## src/pkg/pcs_defs.svh

```systemverilog
`ifndef PCS_DEFS_SVH
`define PCS_DEFS_SVH

// Widths of a program memory word, an address part and a page part
`define PCS_WORD_W 10
`define PCS_ADDR_W 6
`define PCS_PAGE_W 5

// Highest page that may hold instructions
`define PCS_PAGE_MAX 5'h1F

// Fetch counter value after reset
`define PCS_RST_PAGE 5'h00
`define PCS_RST_ADDR 6'h3F

// Destination select bits in a fetched constant
`define PCS_DEST_ACC_BIT 8
`define PCS_DEST_IO_BIT 9

// Operand field of the pattern fetch and table jump
`define PCS_OPND_LSB 0
`define PCS_OPND_W 3
`define PCS_PAT_AREA_BIT 2

// Instruction cycles spent on one pattern fetch
`define PCS_PAT_CYCLES 2

`endif

```

## src/pkg/pcs_pkg.sv

```systemverilog
package pcs_pkg;

   // Instruction class presented by the decoder for the word in rom_data
   typedef enum logic [2:0] {
      op_none,
      op_in_page_jump,
      op_page_preload,
      op_table_jump,
      op_pattern_fetch
   } pcs_op_e;

   // Run executes one instruction a cycle; pat_second is the constant read
   typedef enum logic {
      st_run,
      st_pat_second
   } pcs_state_e;

endpackage : pcs_pkg

```

## src/logic/pcs_poly_step.sv

```systemverilog
`timescale 1ns/1ps
`include "pcs_defs.svh"

module pcs_poly_step (
   // Present count
   input wire logic [`PCS_ADDR_W-1:0] cur,
   // Following count
   output logic [`PCS_ADDR_W-1:0] nxt
);

   logic fb;

   // Shift left with xnor feedback; the all-ones low field splices in 3F
   assign fb = ~(cur[5] ^ cur[4]) ^ (&cur[4:0]);
   assign nxt = {cur[4:0], fb};

endmodule : pcs_poly_step

```

## src/logic/pcs_mix_addr.sv

```systemverilog
`timescale 1ns/1ps
`include "pcs_defs.svh"

module pcs_mix_addr (
   // Present page
   input wire logic [`PCS_PAGE_W-1:0] cur_page,
   // Modifier sources
   input wire logic [3:0] acc,
   input wire logic [3:0] aux,
   input wire logic carry,
   input wire logic [`PCS_OPND_W-1:0] opnd,
   // Effective address
   output logic [`PCS_PAGE_W:0] eff_page,
   output logic [`PCS_ADDR_W-1:0] eff_addr
);

   logic [`PCS_PAGE_W-1:0] page_mask;

   // Address part from the accumulator and the low auxiliary bits
   assign eff_addr = {aux[1:0], acc};
   assign page_mask = {opnd[1], opnd[0], carry, aux[3], aux[2]};
   // Top operand bit lifts the page into the pattern-only area
   assign eff_page = {opnd[`PCS_PAT_AREA_BIT], cur_page | page_mask};

endmodule : pcs_mix_addr

```

## src/logic/pcs_sequencer.sv

```systemverilog
`timescale 1ns/1ps
`include "pcs_defs.svh"

// Notes on behaviour
// - Page part holds until reloaded; range 0-31
// - Address part: 6-bit polynomial counter, steps once per instruction
// - Counter cycles all 64 values, never carries
// - Program memory words are 10 bits
// - Pages 0-31 program, 32-63 pattern only
// - Pattern address: accumulator, auxiliary, carry, operand mix
// - 3-bit operand; top bit selects pattern area
// - Pattern fetch leaves fetch counter advancing normally
// - Pattern fetch takes two instruction cycles
// - No interrupt taken in pattern second cycle
// - Constant top bits route to accumulator, latches
// - In-page jump loads low six bits
// - In-page jump needs flag; skip sets flag
// - Page preload lands one instruction late
// - Page preload needs flag; skip keeps flag 0
// - Far jump is preload then in-page jump
// - Table jump loads mixed address and page
// - Table jump unconditional, status flag untouched
module pcs_sequencer (
   // Clock and reset
   input wire logic sys_clk,
   input wire logic rstn,
   // Program and pattern memory
   input wire logic [`PCS_WORD_W-1:0] rom_data,
   output logic [`PCS_PAGE_W:0] rom_page,
   output logic [`PCS_ADDR_W-1:0] rom_word,
   // Decoded instruction and data path operands
   input wire pcs_pkg::pcs_op_e op,
   input wire logic [3:0] acc_in,
   input wire logic [3:0] aux_in,
   input wire logic carry_in,
   // Status flag load from the arithmetic unit
   input wire logic status_load,
   input wire logic status_value,
   // Fetch counter and control state
   output logic [`PCS_PAGE_W-1:0] fetch_page,
   output logic [`PCS_ADDR_W-1:0] fetch_addr,
   output logic status_flag,
   output logic preload_pending,
   output logic int_hold,
   // Pattern destinations
   output logic acc_load,
   output logic [3:0] acc_value,
   output logic [3:0] aux_value,
   output logic io_load,
   output logic [3:0] io_latch_two,
   output logic [3:0] io_latch_three
);

   pcs_pkg::pcs_state_e state;
   pcs_pkg::pcs_state_e next_state;
   logic [`PCS_ADDR_W-1:0] succ_addr;
   logic [`PCS_PAGE_W:0] mix_page;
   logic [`PCS_ADDR_W-1:0] mix_addr;
   logic [`PCS_PAGE_W-1:0] preload_page;
   logic in_run;
   logic jump_take;
   logic preload_take;
   logic instr_done;
   logic preload_apply;
   logic [`PCS_PAGE_W-1:0] next_page;
   logic [`PCS_ADDR_W-1:0] next_addr;
   logic [`PCS_PAGE_W:0] next_rom_page;
   logic [`PCS_ADDR_W-1:0] next_rom_word;
   logic next_status;

   // Bit order of the 4-bit fields in a constant is mirrored on the way out, except for aux_value
   function automatic logic [3:0] pcs_mirror(input logic [3:0] v);
      pcs_mirror = {v[0], v[1], v[2], v[3]};
   endfunction : pcs_mirror

   pcs_poly_step u_step (
      .cur(fetch_addr),
      .nxt(succ_addr)
   );

   pcs_mix_addr u_mix (
      .cur_page(fetch_page),
      .acc(acc_in),
      .aux(aux_in),
      .carry(carry_in),
      .opnd(rom_data[`PCS_OPND_LSB +: `PCS_OPND_W]),
      .eff_page(mix_page),
      .eff_addr(mix_addr)
   );

   assign in_run = (state == pcs_pkg::st_run);
   assign jump_take = in_run && (op == pcs_pkg::op_in_page_jump)
      && status_flag;
   assign preload_take = in_run && (op == pcs_pkg::op_page_preload)
      && status_flag;
   // An instruction completes every run cycle except the first of a fetch
   assign instr_done = !in_run || (op != pcs_pkg::op_pattern_fetch);
   assign preload_apply = preload_pending && instr_done;

   always_comb begin
      next_state = state;
      if (in_run && op == pcs_pkg::op_pattern_fetch) begin
         next_state = pcs_pkg::st_pat_second;
      end else if (!in_run) begin
         next_state = pcs_pkg::st_run;
      end
   end

   // Address part of the fetch counter
   always_comb begin
      next_addr = fetch_addr;
      if (in_run) begin
         case (op)
            pcs_pkg::op_in_page_jump: begin
               next_addr = jump_take ? rom_data[5:0] : succ_addr;
            end
            pcs_pkg::op_table_jump: begin
               next_addr = mix_addr;
            end
            default: begin
               // Pattern fetch counts on like any other instruction
               next_addr = succ_addr;
            end
         endcase
      end
   end

   // Page part: only a table jump or a due preload changes it
   always_comb begin
      next_page = fetch_page;
      if (in_run && op == pcs_pkg::op_table_jump) begin
         next_page = mix_page[`PCS_PAGE_W-1:0];
      end
      if (preload_apply) begin
         next_page = preload_page;
      end
   end

   // Memory address: the counter, or the substituted pattern address
   always_comb begin
      next_rom_page = {1'b0, next_page};
      next_rom_word = next_addr;
      if (in_run && op == pcs_pkg::op_pattern_fetch) begin
         next_rom_page = mix_page;
         next_rom_word = mix_addr;
      end
   end

   always_comb begin
      next_status = status_flag;
      if (status_load) begin
         next_status = status_value;
      end else if (in_run && op == pcs_pkg::op_in_page_jump
            && !status_flag) begin
         next_status = 1'b1;
      end
      // Preload skip and table jump leave the flag alone
   end

   always_ff @(posedge sys_clk or negedge rstn) begin
      if (!rstn) begin
         state <= pcs_pkg::st_run;
      end else begin
         state <= next_state;
      end
   end

   always_ff @(posedge sys_clk or negedge rstn) begin
      if (!rstn) begin
         fetch_page <= `PCS_RST_PAGE;
         fetch_addr <= `PCS_RST_ADDR;
      end else begin
         fetch_page <= next_page;
         fetch_addr <= next_addr;
      end
   end

   always_ff @(posedge sys_clk or negedge rstn) begin
      if (!rstn) begin
         rom_page <= {1'b0, `PCS_RST_PAGE};
         rom_word <= `PCS_RST_ADDR;
      end else begin
         rom_page <= next_rom_page;
         rom_word <= next_rom_word;
      end
   end

   always_ff @(posedge sys_clk or negedge rstn) begin
      if (!rstn) begin
         status_flag <= 1'b1;
      end else begin
         status_flag <= next_status;
      end
   end

   // Preload waits for the end of the instruction that follows it
   always_ff @(posedge sys_clk or negedge rstn) begin
      if (!rstn) begin
         preload_pending <= 1'b0;
         preload_page <= `PCS_RST_PAGE;
      end else if (preload_take) begin
         preload_pending <= 1'b1;
         preload_page <= rom_data[`PCS_PAGE_W-1:0];
      end else if (preload_apply) begin
         preload_pending <= 1'b0;
      end
   end

   // Interrupt controller must not take a request in this cycle
   always_ff @(posedge sys_clk or negedge rstn) begin
      if (!rstn) begin
         int_hold <= 1'b0;
      end else begin
         int_hold <= (next_state == pcs_pkg::st_pat_second);
      end
   end

   // Destination routing of the fetched constant
   always_ff @(posedge sys_clk or negedge rstn) begin
      if (!rstn) begin
         acc_load <= 1'b0;
         acc_value <= 4'h0;
         aux_value <= 4'h0;
      end else begin
         acc_load <= !in_run && rom_data[`PCS_DEST_ACC_BIT];
         if (!in_run && rom_data[`PCS_DEST_ACC_BIT]) begin
            acc_value <= pcs_mirror(rom_data[3:0]);
            aux_value <= rom_data[7:4];
         end
      end
   end

   always_ff @(posedge sys_clk or negedge rstn) begin
      if (!rstn) begin
         io_load <= 1'b0;
         io_latch_two <= 4'h0;
         io_latch_three <= 4'h0;
      end else begin
         io_load <= !in_run && rom_data[`PCS_DEST_IO_BIT];
         if (!in_run && rom_data[`PCS_DEST_IO_BIT]) begin
            io_latch_two <= pcs_mirror(rom_data[7:4]);
            io_latch_three <= pcs_mirror(rom_data[3:0]);
         end
      end
   end

   logic pat_now;
   logic run_plain;
   assign pat_now = in_run && (op == pcs_pkg::op_pattern_fetch);
   assign run_plain = in_run && (op == pcs_pkg::op_none);
endmodule : pcs_sequencer

```

## config.mk

```make
export PLATFORM = sky130hd
export DESIGN_NAME = pcs_sequencer
export DESIGN_NICKNAME = d
export VERILOG_FILES = /design/src/pkg/pcs_pkg.sv /design/src/logic/pcs_poly_step.sv /design/src/logic/pcs_mix_addr.sv /design/src/logic/pcs_sequencer.sv
export VERILOG_INCLUDE_DIRS = /design/src /design/src/pkg
export SDC_FILE = /design/constraint.sdc
export NUM_CORES = 1
export LEC_CHECK = 0
export ABC_AREA = 1
export BUFFER_PORTS_ARGS = -buffer_cell sky130_fd_sc_hd__buf_2
export CORE_MARGIN = 4
export CORE_UTILIZATION = 30
export DETAILED_ROUTE_END_ITERATION = 7
export GPL_ROUTABILITY_DRIVEN = 1
export SYNTH_ARGS = -nofsm -noshare
export SYNTH_HDL_FRONTEND = slang
export SYNTH_HIERARCHICAL = 1
export SYNTH_SLANG_ARGS = --single-unit
export TNS_END_PERCENT = 50
```

## constraint.sdc

```tcl
create_clock -name sys_clk -period 1.3 [get_ports sys_clk]
set_input_delay 0.26 -clock sys_clk [delete_from_list [all_inputs] [get_ports sys_clk]]
set_output_delay 0.26 -clock sys_clk [all_outputs]
set_load 0.02 [all_outputs]
```

# Word level (Yosys, flattened, before mapping)
# Cells that the tools add are included.
# classes
muxes	12
bitwise_logic	5
eq_ne	5
n_reduce_logical	15
# ops
operator	count
6-bit 2-to-1 mux	4
6-bit case mux with 2 select lines	1
1-bit logical AND	10
5-bit 2-to-1 mux	2
3-bit by 2-bit equality test with 1-bit output (second input constant)	2
1-bit 2-to-1 mux	5
5-bit OR	1
5-bit AND reduction	1
2-bit nonzero test	2
3-bit by 1-bit equality test with 1-bit output (second input constant)	1
3-bit equality test (second input constant)	1
3-bit != test (second input constant)	1
1-bit inverter	2
1-bit bitwise XOR	2
1-bit logical NOT	1
1-bit logical OR	1
# totals
input_bits	26
out_inout_bits	44
word_cells	51
ff_bits	49

# Depth between registers and ports, before layout
# Gate-level depths: netlist of the first run.
# depth
depth_word	7
depth_mapped	12
ltp_nobuf	11

# Modules after synthesis
# Netlist of the first run, hierarchy kept.
# by_module_without_submodules
module	seq_area_each_um2	area_each_um2	cells_each	n_inst
pcs_sequencer	1242.4	2207.1	245	1
pcs_mix_addr	0.0	108.9	22	1
pcs_poly_step	0.0	95.1	19	1

# Worst setup path before layout of the first run
# Ideal clock, no wire load.
# synth_path
path_kind	register to register
from	reg fetch_addr[0]
to	reg rom_word[0]
path_stages_with_launch	13
t_required_ns	1.224
setup_ns	0.076
n_path_buf	1
arrival_time_ns	1.380
slack_ns	-0.156
synth_period_minus_slack_ns	1.456
path_cell_list	dfstp_2 nand2_1 inv_1 nand2_1 nand2_1 nand2_1 buf_4 inv_1 o21ai_0 a21oi_1 nand2_1 nand3_1 nand2_1
# synth_between
elab_chain_cells	6
# synth_lines
element	line	rtl
start: declaration	pcs_sequencer.sv:41	output logic [`PCS_ADDR_W-1:0] fetch_addr,
start signal: assignment	pcs_sequencer.sv:171	fetch_addr <= `PCS_RST_ADDR;
start signal: assignment	pcs_sequencer.sv:174	fetch_addr <= next_addr;
5-bit AND reduction (*)	pcs_poly_step.sv:14	assign fb = ~(cur[5] ^ cur[4]) ^ (&cur[4:0]);
1-bit bitwise XOR (*)	pcs_poly_step.sv:14	
via u_step.fb	pcs_poly_step.sv:11	logic fb;
6-bit 2-to-1 mux	pcs_sequencer.sv:115	next_addr = jump_take ? rom_data[5:0] : succ_addr;
6-bit case mux with 2 select lines (*)	pcs_sequencer.sv:113	case (op)
6-bit 2-to-1 mux (*)	pcs_sequencer.sv:112	if (in_run) begin
6-bit 2-to-1 mux (*)	pcs_sequencer.sv:143	if (in_run && op == pcs_pkg::op_pattern_fetch) begin
via next_rom_word[0]	pcs_sequencer.sv:68	logic [`PCS_ADDR_W-1:0] next_rom_word;
end signal: assignment	pcs_sequencer.sv:181	rom_word <= `PCS_RST_ADDR;
end signal: assignment	pcs_sequencer.sv:184	rom_word <= next_rom_word;
end: declaration	pcs_sequencer.sv:30	output logic [`PCS_ADDR_W-1:0] rom_word,
# The timed path passes the listed nets; every way through them passes the cells marked *.
# A chain may end at the register's enable or synchronous reset.

# Worst setup path in the final report of the first run
# layout_path
from	reg status_flag
to	out status_flag
# layout_rtl
element	line	rtl
start: declaration	pcs_sequencer.sv:42	output logic status_flag,
start signal: assignment	pcs_sequencer.sv:192	status_flag <= next_status;
# No word-level cell between the ends.

==> results of run 1 <==
-- per-layer routing --
layer | routed length, um | track usage (%)
met1 | 2970 | 18.7
met2 | 2730 | 19.1
met3 | 364 | 3.23
met4 | 59 | 4.58
met5 | 0 | 0
-- through the flow --
| step | setup TNS (ps) | utilization (%) | cell area [um2] | std cells | worst slack [ps] |
|---|---|---|---|---|---|
| final | -147 | 41.3 | 3210 | 473 | -27.2 |
| after global routing | -1100 | 41.3 | 3210 | 473 | -142 |
| after CTS | -192 | 40.7 | 3160 | 470 | -36.3 |
| after detailed placement | 0 | 37.9 | 2950 | 456 | 3.23 |
| after global placement | 0 | 37.9 | 2950 | 456 | 20.0 |
| after floorplan | -158 | - | 2410 | 286 | -121 |
-- cells in the final DEF, fill, tap and decap left out, types with 2 or more instances in the layout --
cell type | synthesis | layout
nand2_1 | 89 | 87
inv_2 | 2 | 5
buf_12 | 0 | 4
nand2_2 | 1 | 3
nand3_2 | 1 | 2
buf_4 | 15 | 19
inv_4 | 0 | 2
dfrtp_1 | 36 | 36
nor2_1 | 3 | 3
a21oi_1 | 5 | 5
nand4_4 | 1 | 2
o211ai_1 | 4 | 4
or2_2 | 6 | 6
a21boi_1 | 5 | 5
dfstp_2 | 13 | 13
inv_1 | 39 | 35
buf_2 | 3 | 60
clkbuf_8 | 0 | 6
a31oi_1 | 5 | 5
nor2_4 | 2 | 2
buf_6 | 0 | 14
nand2_4 | 2 | 2
o21ai_0 | 27 | 25
o21a_1 | 4 | 4
o21ai_1 | 0 | 2
nand3_1 | 13 | 12
-- worst reg2reg max path, cell delays in order, from the launching register on --
cell and delay (ps):
dfstp_2 560, nand2_2 60, inv_2 50, nand2_1 40, nand2_1 50, nand2_1 50, inv_2 50, o21ai_1 50
a21oi_1 150, nand2_1 70, nand3_1 60, nand2_1 60
-- final cells by class --
class,count,area share [%]
clock buffer,6,2.57
clock inverter,2,0.506
inverter,42,5.06
multi-input combinational,174,27.7
sequential,49,38.7
tap,102,3.97
timing repair buffer,98,21.5
-- path summary, 6_finish.rpt --
| path | startpoint | end | slack, ps |
|---|---|---|---|
| worst max-delay path | status_flag | status_flag | -30 |
| worst min-delay path | status_load | status_flag | 130 |
| worst max register to register | fetch_addr[0] | rom_word[0] | -10 |
| worst min register to register | io_latch_two[1] | io_latch_two[1] | 490 |
| max in group asynchronous | rstn | rom_word[4] | 540 |
| min in group asynchronous | rstn | rom_page[3] | 460 |
-- cell usage after synthesis, types with 3 or more instances --
library cell	number	area share (%)
dfstp_2	13	14
a31oi_1	5	1.3
nand3_1	13	2.7
inv_1	39	6.1
buf_4	15	4.7
dfrtp_1	36	37
o21ai_0	27	5.6
nand2_1	89	14
clkbuf_1	3	0.47
o21a_1	4	1.2
o211ai_1	4	1.2
or2_2	6	1.6
nor2_1	3	0.47
a21oi_1	5	1.0
a21boi_1	5	1.6
buf_2	3	0.62
-- power by group --
| group | switching [mW] | internal [mW] | leakage, nW |
|---|---|---|---|
| clock | 0.558 | 0.439 | 0.0478 |
| sequential | 0.181 | 1.92 | 0.586 |
| combinational | 1.00 | 0.723 | 1.12 |
| total | 1.74 | 3.08 | 1.75 |
-- sequential cells by signal, indices dropped and copies added (netlist names) --
register	cells
acc_load	1
acc_value	4
aux_value	4
fetch_addr	6
fetch_page	5
int_hold	1
io_latch_three	4
io_latch_two	4
io_load	1
preload_page	5
preload_pending	1
rom_page	6
rom_word	6
status_flag	1
-- kinds of logic after synthesis --
group                  Yosys count
AOI/OAI and AO/OA               52
buffers and inverters           63
DFF                             49
and+or+nand+nor                122
-- repair_timing --
action	CTS	global route
hold buffers	1	0
gates resized for setup	20	13
setup buffers	5	3
pin swaps	0	10
hold endpoints to repair	36	0
endpoints found under the setup margin	8	30
==> results.yml, run 1 <==
critical_path:
  critical_path_class: "flop to output port"
  arrival_ps: 1070
  cp_top_family: "flip-flops"
  crit_cells: 2
  slowest_stage: "dfstp_2"
  crit_fanout: 2
  required_ps: 1040
  worst-r2r-cell-count: 11
  crit_chain: "buf_6 > buf_6"
  startpoint_type: "flop"
  crit_buf_inv: 2
  cp_common_cell: "buf_6"
  slowest_delay_ps: 560
  endpoint_kind: "output port"
final_layout:
  nFillCells: 798
  drive_above_1_share_pct: 38.5
  final_net_count: 396
  area_delta_synth_final_pct: 33.2
  multi_input_area_um2: 890
  seqCellArea_um2: 1240
  antenna_cells: 0
worst_hold_path:
  hold_path.class: "primary input to flop"
  hold_depth: 2
logic_synthesis:
  synthesis.area_um2: 2410
  synth-xor-area-share_pct: 0
  synth_mux_area_share_pct: 0
  synth_fa_ha_area_share_pct: 0
  synth.distinct_cells: 29
  ys.flop_type: "dfrtp_1"
  synth_edf_count: 0
  async_flop_share_pct: 100
  synth_top_family_by_area: "simple AND/OR/NAND/NOR gates"
  synthesis.instances: 286
  synth_seq_area_share_pct: 51.5
  synth_warnings: 6
  ys_ff_latch: 49
  syn_area_per_cell_um2: 8.43
  syn_nets: 312
  synthSimpleGateAreaFrac_pct: 23.3
  synth-compound-area-share_pct: 12.8
sta:
  setup_viol: 7
  tightest_slew_ps: 325
  worst_slack_ps: -27.2
  period_share_pct: 102
  hold_slack_ps: 129
  clock.fmax_ghz: 0.753
  slew_violations: 0
  grt_setup_unrepaired: "yes"
  clock_skew_ps: 7.19
  slew_headroom_pct: 78.2
  fin_crit_ps: 1330
  finalHoldViolations: 0
clock_tree:
  cts_sinks: 49
  clkLatencyLatePin_ps: 310
  cts_max_level: 2
  cts_tree: "built"
  clockBufferDepth: 2
  clockRootBuffer: "clkbuf_8"
  cts_buffers: 5
  clk_pin_slew_ps: 90
drt:
  routed_via_density: 4.40
  wirelength_mm: 6.12
  drc: 0
  drtPass1Iterations: 4
  vias: 2083
  antenna_left: 0
  avgRoutedWirePerCell_um: 12.9
  drt_iter0_markers: 98
floorplanning:
  core-area_um2: 7770
  io_pins: 70
  die_area_um2: 9540
  die_h_um: 97.7
  die_w_um: 97.7
  rows: 32
  initial_core_util_pct: 31.0
run_status:
  status: "finished, violations left"
  violations: "negative setup slack"
global_routing:
  grt_pass1_vias: 1985
  grt_util_all_layers_pct: 13.0
  antenna_found_initial: 0
  grt_max_degree: 50
  grt_pass1_wl_mm: 9.98
  grt_overflow_total: 0
placed_design:
  gp_congestion: 0.801
  port_buffers: 69
  dp_hpwl_mm: 4.49
flow_run:
  maxCapViolCount: 0
power_and_ir_drop:
  vdd_drop_max_v: 0.000666
  p_total_mw: 4.82
  powerDensity_nw_per_um2: 1500
  p_leak_nw: 1.75
(Power assumes the default switching activity.)
==> inputs of run 2 (changes only) <==
CORE_ASPECT_RATIO = 0.5   (was not set)
REMOVE_ABC_BUFFERS = 1   (was not set)
==> run 2 against run 1 <==
  * First-iteration DRC count rose by 56%
  * Clock skew shrank 1.6 ps
  * Via count is 0.14% lower
  * Combinational power grew 4%
  * Largest cell class unchanged
  * Total power is 8.6% higher
  * Highest routed layer unchanged
  * Flip-flop and latch count did not move
  * Clock-buffer cell count unchanged
  * The flow still finishes with violations (negative setup slack)
  * Die area is 0.91% higher
  * Critical endpoint is now fetch_addr[4]
==> results.yml, run 2 (same netlist as run 1, synthesis figures left out) <==
drt:
  drc: 0
  drtPass1Iterations: 4
  vias: 2080
  antenna_left: 0
  routed_via_density: 4.35
  avgRoutedWirePerCell_um: 13.1
  wirelength_mm: 6.27
  drt_iter0_markers: 153
run_status:
  status: "finished, violations left"
  violations: "negative setup slack"
power_and_ir_drop:
  swShare_pct: 34.6
  vdd_drop_max_v: 0.000494
  p_leak_nw: 1.78
  pwr-share-clk_pct: 25.4
  power.net_switching_mw: 1.81
  powerDensity_nw_per_um2: 1570
  pwr-share-comb_pct: 34.4
  p_int_mw: 3.42
  pwr-share-seq_pct: 40.2
critical_path:
  arrival_ps: 1070
  r2r_start: "fetch_addr[5]"
  crit_chain: "buf_4 > buf_6"
  critical_path_class: "flop to output port"
  slowest_stage: "dfstp_2"
  startpoint_type: "flop"
  rrSetupSlack_ps: 0
  endpoint_kind: "output port"
  worst-r2r-cell-count: 11
  startpoint: "fetch_addr[4]"
  slowest_delay_ps: 540
  endpoint: "fetch_addr[4]"
  reg2reg_to: "rom_word[0]"
  crit_fanout: 3
  required_ps: 1040
sta:
  worst_slack_ps: -27.8
  slew_headroom_pct: 72.6
  clock.fmax_ghz: 0.753
  tightest_slew_ps: 411
  setup_tns_ps: -41.5
  fin_crit_ps: 1330
  slew_violations: 0
  setup_viol: 3
  finalHoldViolations: 0
  clock_skew_ps: 5.57
  period_share_pct: 102
  grt_setup_unrepaired: "yes"
  hold_slack_ps: 142
global_routing:
  grt_pass1_vias: 2104
  antenna_found_initial: 0
  grt_overflow_total: 0
  grt_util_all_layers_pct: 13.6
  grt_pass1_wl_mm: 10.5
  grt_max_degree: 29
final_layout:
  drive_above_1_share_pct: 42.7
  final_net_count: 395
  final_cell_mix: "80 x nand2_1, 62 x buf_2, 36 x dfrtp_1, 34 x inv_1, 23 x o21ai_0"
  final_common_cell: "nand2_1"
  finish.utilization_pct: 44.0
  area_delta_synth_final_pct: 38.1
  nFillCells: 765
  reg_top3: "fetch_addr (6), rom_page (6), rom_word (6)"
  antenna_cells: 0
floorplanning:
  initial_core_util_pct: 31.9
  rows: 22
  die_w_um: 135
  io_pins: 70
  die_h_um: 71.4
  core-area_um2: 7570
  die_area_um2: 9620
flow_run:
  maxCapViolCount: 0
clock_tree:
  clk_pin_slew_ps: 60
  cts_buffers: 5
  clockRootBuffer: "clkbuf_16"
  clockBufferDepth: 2
  cts_max_level: 2
  cts_tree: "built"
  clkLatencyLatePin_ps: 290
  cts_sinks: 49
placed_design:
  gp_congestion: 0.801
  port_buffers: 69
  dp_hpwl_mm: 4.62
worst_hold_path:
  min_from: "status_load"
  hold_path.class: "primary input to flop"
==> run 2: cell types whose count changed in the layout (fill, tap and decap cells not counted), moves of 5 or more <==
cell	change
nand2_1	-7
clkbuf_8	-5
clkbuf_16	+5
nand2_2	+7
==> run 2: what timing repair did <==
| action | in CTS | in global routing |
|---|---|---|
| hold buffers | 1 | 0 |
| endpoints found under the hold margin | 8 | 0 |
| resized for setup | 20 | 33 |
| setup endpoints to repair | 13 | 30 |
| pin swaps | 3 | 13 |
| buffers inserted | 3 | 2 |
==> run 2: per-layer routing <==
layer  track usage (%)  part of all wire, %  wire, um
met1              18.1                   47      2920
met2              22.5                   49      3070
met3              2.73                  3.4       212
met4              4.18                  1.2        75
met5                 0                    0         0
==> run 2: final cells by class <==
cell class / instances / area, um2 / share of cell area (%)
flip-flops and latches: 49 / 1240 / 37.3
multi-input cells: 174 / 961 / 28.9
repair buffers: 97 / 674 / 20.2
inverters: 42 / 165 / 4.96
clock buffers: 6 / 139 / 4.17
well taps: 108 / 135 / 4.06
clock inverters: 2 / 13.8 / 0.413
==> run 2: worst min-delay path by stage <==
stage              endpoint  slack [ps]  cells past startpoint
2_1_floorplan      acc_load         -40                      0
3_3_place_gp   aux_value[2]         210                      1
3_5_place_dp   aux_value[2]         210                      1
4_1_cts         status_flag         130                      2
5_1_grt         status_flag         140                      2
6_report        status_flag         140                      2
==> run 2: power by group through the flow <==
| stage | registers [mW] | logic [mW] | clock network (mW) |
|---|---|---|---|
| 5_1_grt | 2.15 | 1.98 | 1.43 |
| 4_1_cts | 2.09 | 1.72 | 1.37 |
| 3_5_place_dp | 2.11 | 1.59 | 0 |
| 2_1_floorplan | 2.50 | 0.549 | 0 |
| 6_report | 2.10 | 1.80 | 1.33 |
| 3_3_place_gp | 2.11 | 1.58 | 0 |
==> run 2: stage by stage <==
stage / setup slack (ps) / instances / area [um2] / total power, mW
final: -27.8 / 478 / 3330 / 5.24
after global routing: -104 / 478 / 3330 / 5.57
after CTS: -29.1 / 476 / 3210 / 5.19
after detailed placement: -17.9 / 464 / 2970 / 3.70
after global placement: -7.13 / 464 / 2970 / 3.68
after floorplan: -192 / 265 / 2270 / 3.05
==> run 2: worst max-delay path: cells and delay by family (launching register included) <==
kind	cells	cell delay, ps
flops	1	540
buf+inv	2	240
==> inputs of run 3 (changes only) <==
clock period = 1.5 ns   (was 1.3 ns; I/O delays follow)
==> run 3 against run 2 <==
  * The run now ends clean
  * Critical path depth increased by 9
  * First-iteration DRC count decreased by 7.2%
  * Final area decreased by 7.6%
  * Sequential share of layout area increased by 3.1 points
  * Highest routed layer unchanged
  * Worst hold slack improved by 29 ps
  * Largest power group unchanged
  * Critical path type is now flop to flop
  * Combinational power decreased by 27%
  * Die area unchanged
==> results.yml, run 3 (same netlist as run 1, synthesis figures left out) <==
run_status:
  status: "complete, no violations"
sta:
  tightest_slew_ps: 497
  clock_skew_ps: 6.57
  worst_slack_ps: 86.3
  fin_crit_ps: 1410
  slew_headroom_pct: 66.8
  slew_violations: 0
  grt_setup_unrepaired: "yes"
  clock.fmax_ghz: 0.707
  period_share_pct: 94.2
  setup_viol: 0
  finalHoldViolations: 0
placed_design:
  dp_hpwl_mm: 4.32
  gp_congestion: 0.791
  port_buffers: 69
  dp_slack_ps: 102
  dpl-instance-area_um2: 2830
global_routing:
  antenna_found_initial: 0
  grt_pass1_vias: 1986
  grt_pass1_wl_mm: 9.61
  grt_util_all_layers_pct: 12.3
  grt_max_degree: 50
  grt_overflow_total: 0
final_layout:
  finalInstanceArea_um2: 3080
  reg_top3: "fetch_addr (6), rom_page (6), rom_word (6)"
  final_net_count: 381
  drive_above_1_share_pct: 35.7
  final_common_cell: "nand2_1"
  final_cell_mix: "89 x nand2_1, 69 x buf_2, 36 x dfrtp_1, 35 x inv_1, 27 x o21ai_0"
  antenna_cells: 0
  area_delta_synth_final_pct: 27.6
  finish.utilization_pct: 40.6
  nFillCells: 793
drt:
  drtPass1Iterations: 5
  vias: 1968
  routed_via_density: 4.24
  avgRoutedWirePerCell_um: 12.5
  wirelength_mm: 5.81
  drc: 0
  antenna_left: 0
  drt_iter0_markers: 142
clock_tree:
  clockBufferDepth: 2
  cts_max_level: 2
  clk_pin_slew_ps: 70
  cts_tree: "built"
  clkLatencyLatePin_ps: 290
  cts_sinks: 49
  cts_buffers: 5
  clockRootBuffer: "clkbuf_16"
critical_path:
  startpoint_type: "flop"
  endpoint_kind: "flop"
  crit_fanout: 3
  required_ps: 1730
  arrival_ps: 1650
  critical_path_class: "flop to flop"
floorplanning:
  die_h_um: 71.4
  initial_core_util_pct: 31.9
  die_w_um: 135
  core-area_um2: 7570
  rows: 22
  io_pins: 70
  die_area_um2: 9620
power_and_ir_drop:
  p_leak_nw: 1.68
  vdd_drop_max_v: 0.000472
  powerDensity_nw_per_um2: 1500
flow_run:
  maxCapViolCount: 0
worst_hold_path:
  hold_path.class: "primary input to flop"
run 3: final cells by class:
type                       instances  area (um2)  area share (%)
sequential                        49        1240            40.4
multi-input combinational        174         881            28.6
timing repair buffer              83         465            15.1
inverter                          42         159            5.16
tap                              108         135            4.39
clock buffer                       5         125            4.07
clock inverter                     3        68.8            2.24
run 3: path summary, 6_finish.rpt:
check,start,endpoint,slack [ps],depth (start not counted)
min,status_load,status_flag,170,2
max in group asynchronous,rstn,fetch_addr[1],680,3
min in group asynchronous,rstn,io_latch_two[1],530,3
max,fetch_addr[5],rom_word[0],90,11
min reg2reg,aux_value[3],aux_value[3],490,2
max reg2reg,fetch_addr[5],rom_word[0],90,11
run 3: worst max-delay path, cell delays in order, from the launching register on:
cell	delay, ps
dfstp_2	550
buf_4	110
nand2_1	40
nand2_1	60
nand2_1	50
nand2_1	60
inv_2	30
o21ai_0	160
a21oi_1	70
nand2_1	80
nand3_2	60
nand2_1	70
run 3: power breakdown:
part           internal (mW)  leakage [nW]  total (mW)  switching [mW]
combinational          0.483         0.998        1.31           0.824
sequential              1.66         0.586        1.84           0.173
clock                  0.962        0.0944        1.47           0.511
total                   3.11          1.68        4.62            1.51
run 3: routing by layer:
layer | routed length, um | track usage [%] | vias up
li1 | - | - | 1027
met1 | 2650 | 15.3 | 899
met2 | 2810 | 21.3 | 34
met3 | 265 | 2.95 | 8
met4 | 78 | 4.06 | 0
met5 | 0 | 0 | -
run 3: repair_timing:
item,in CTS,in global routing
buffers inserted,0,4
gates resized for setup,0,6
setup endpoints to repair,0,10
hold buffers,1,0
hold endpoints to repair,10,0
run 3: stage by stage:
step | total power [mW] | setup TNS (ps) | instances | hold slack (ps)
floorplan | 2.64 | 0 | 265 | 4.41
global placement | 3.12 | 0 | 451 | 311
detailed placement | 3.13 | 0 | 451 | 311
CTS | 4.61 | 0 | 460 | 169
global route | 4.89 | -134 | 464 | 184
finish | 4.62 | 0 | 464 | 171
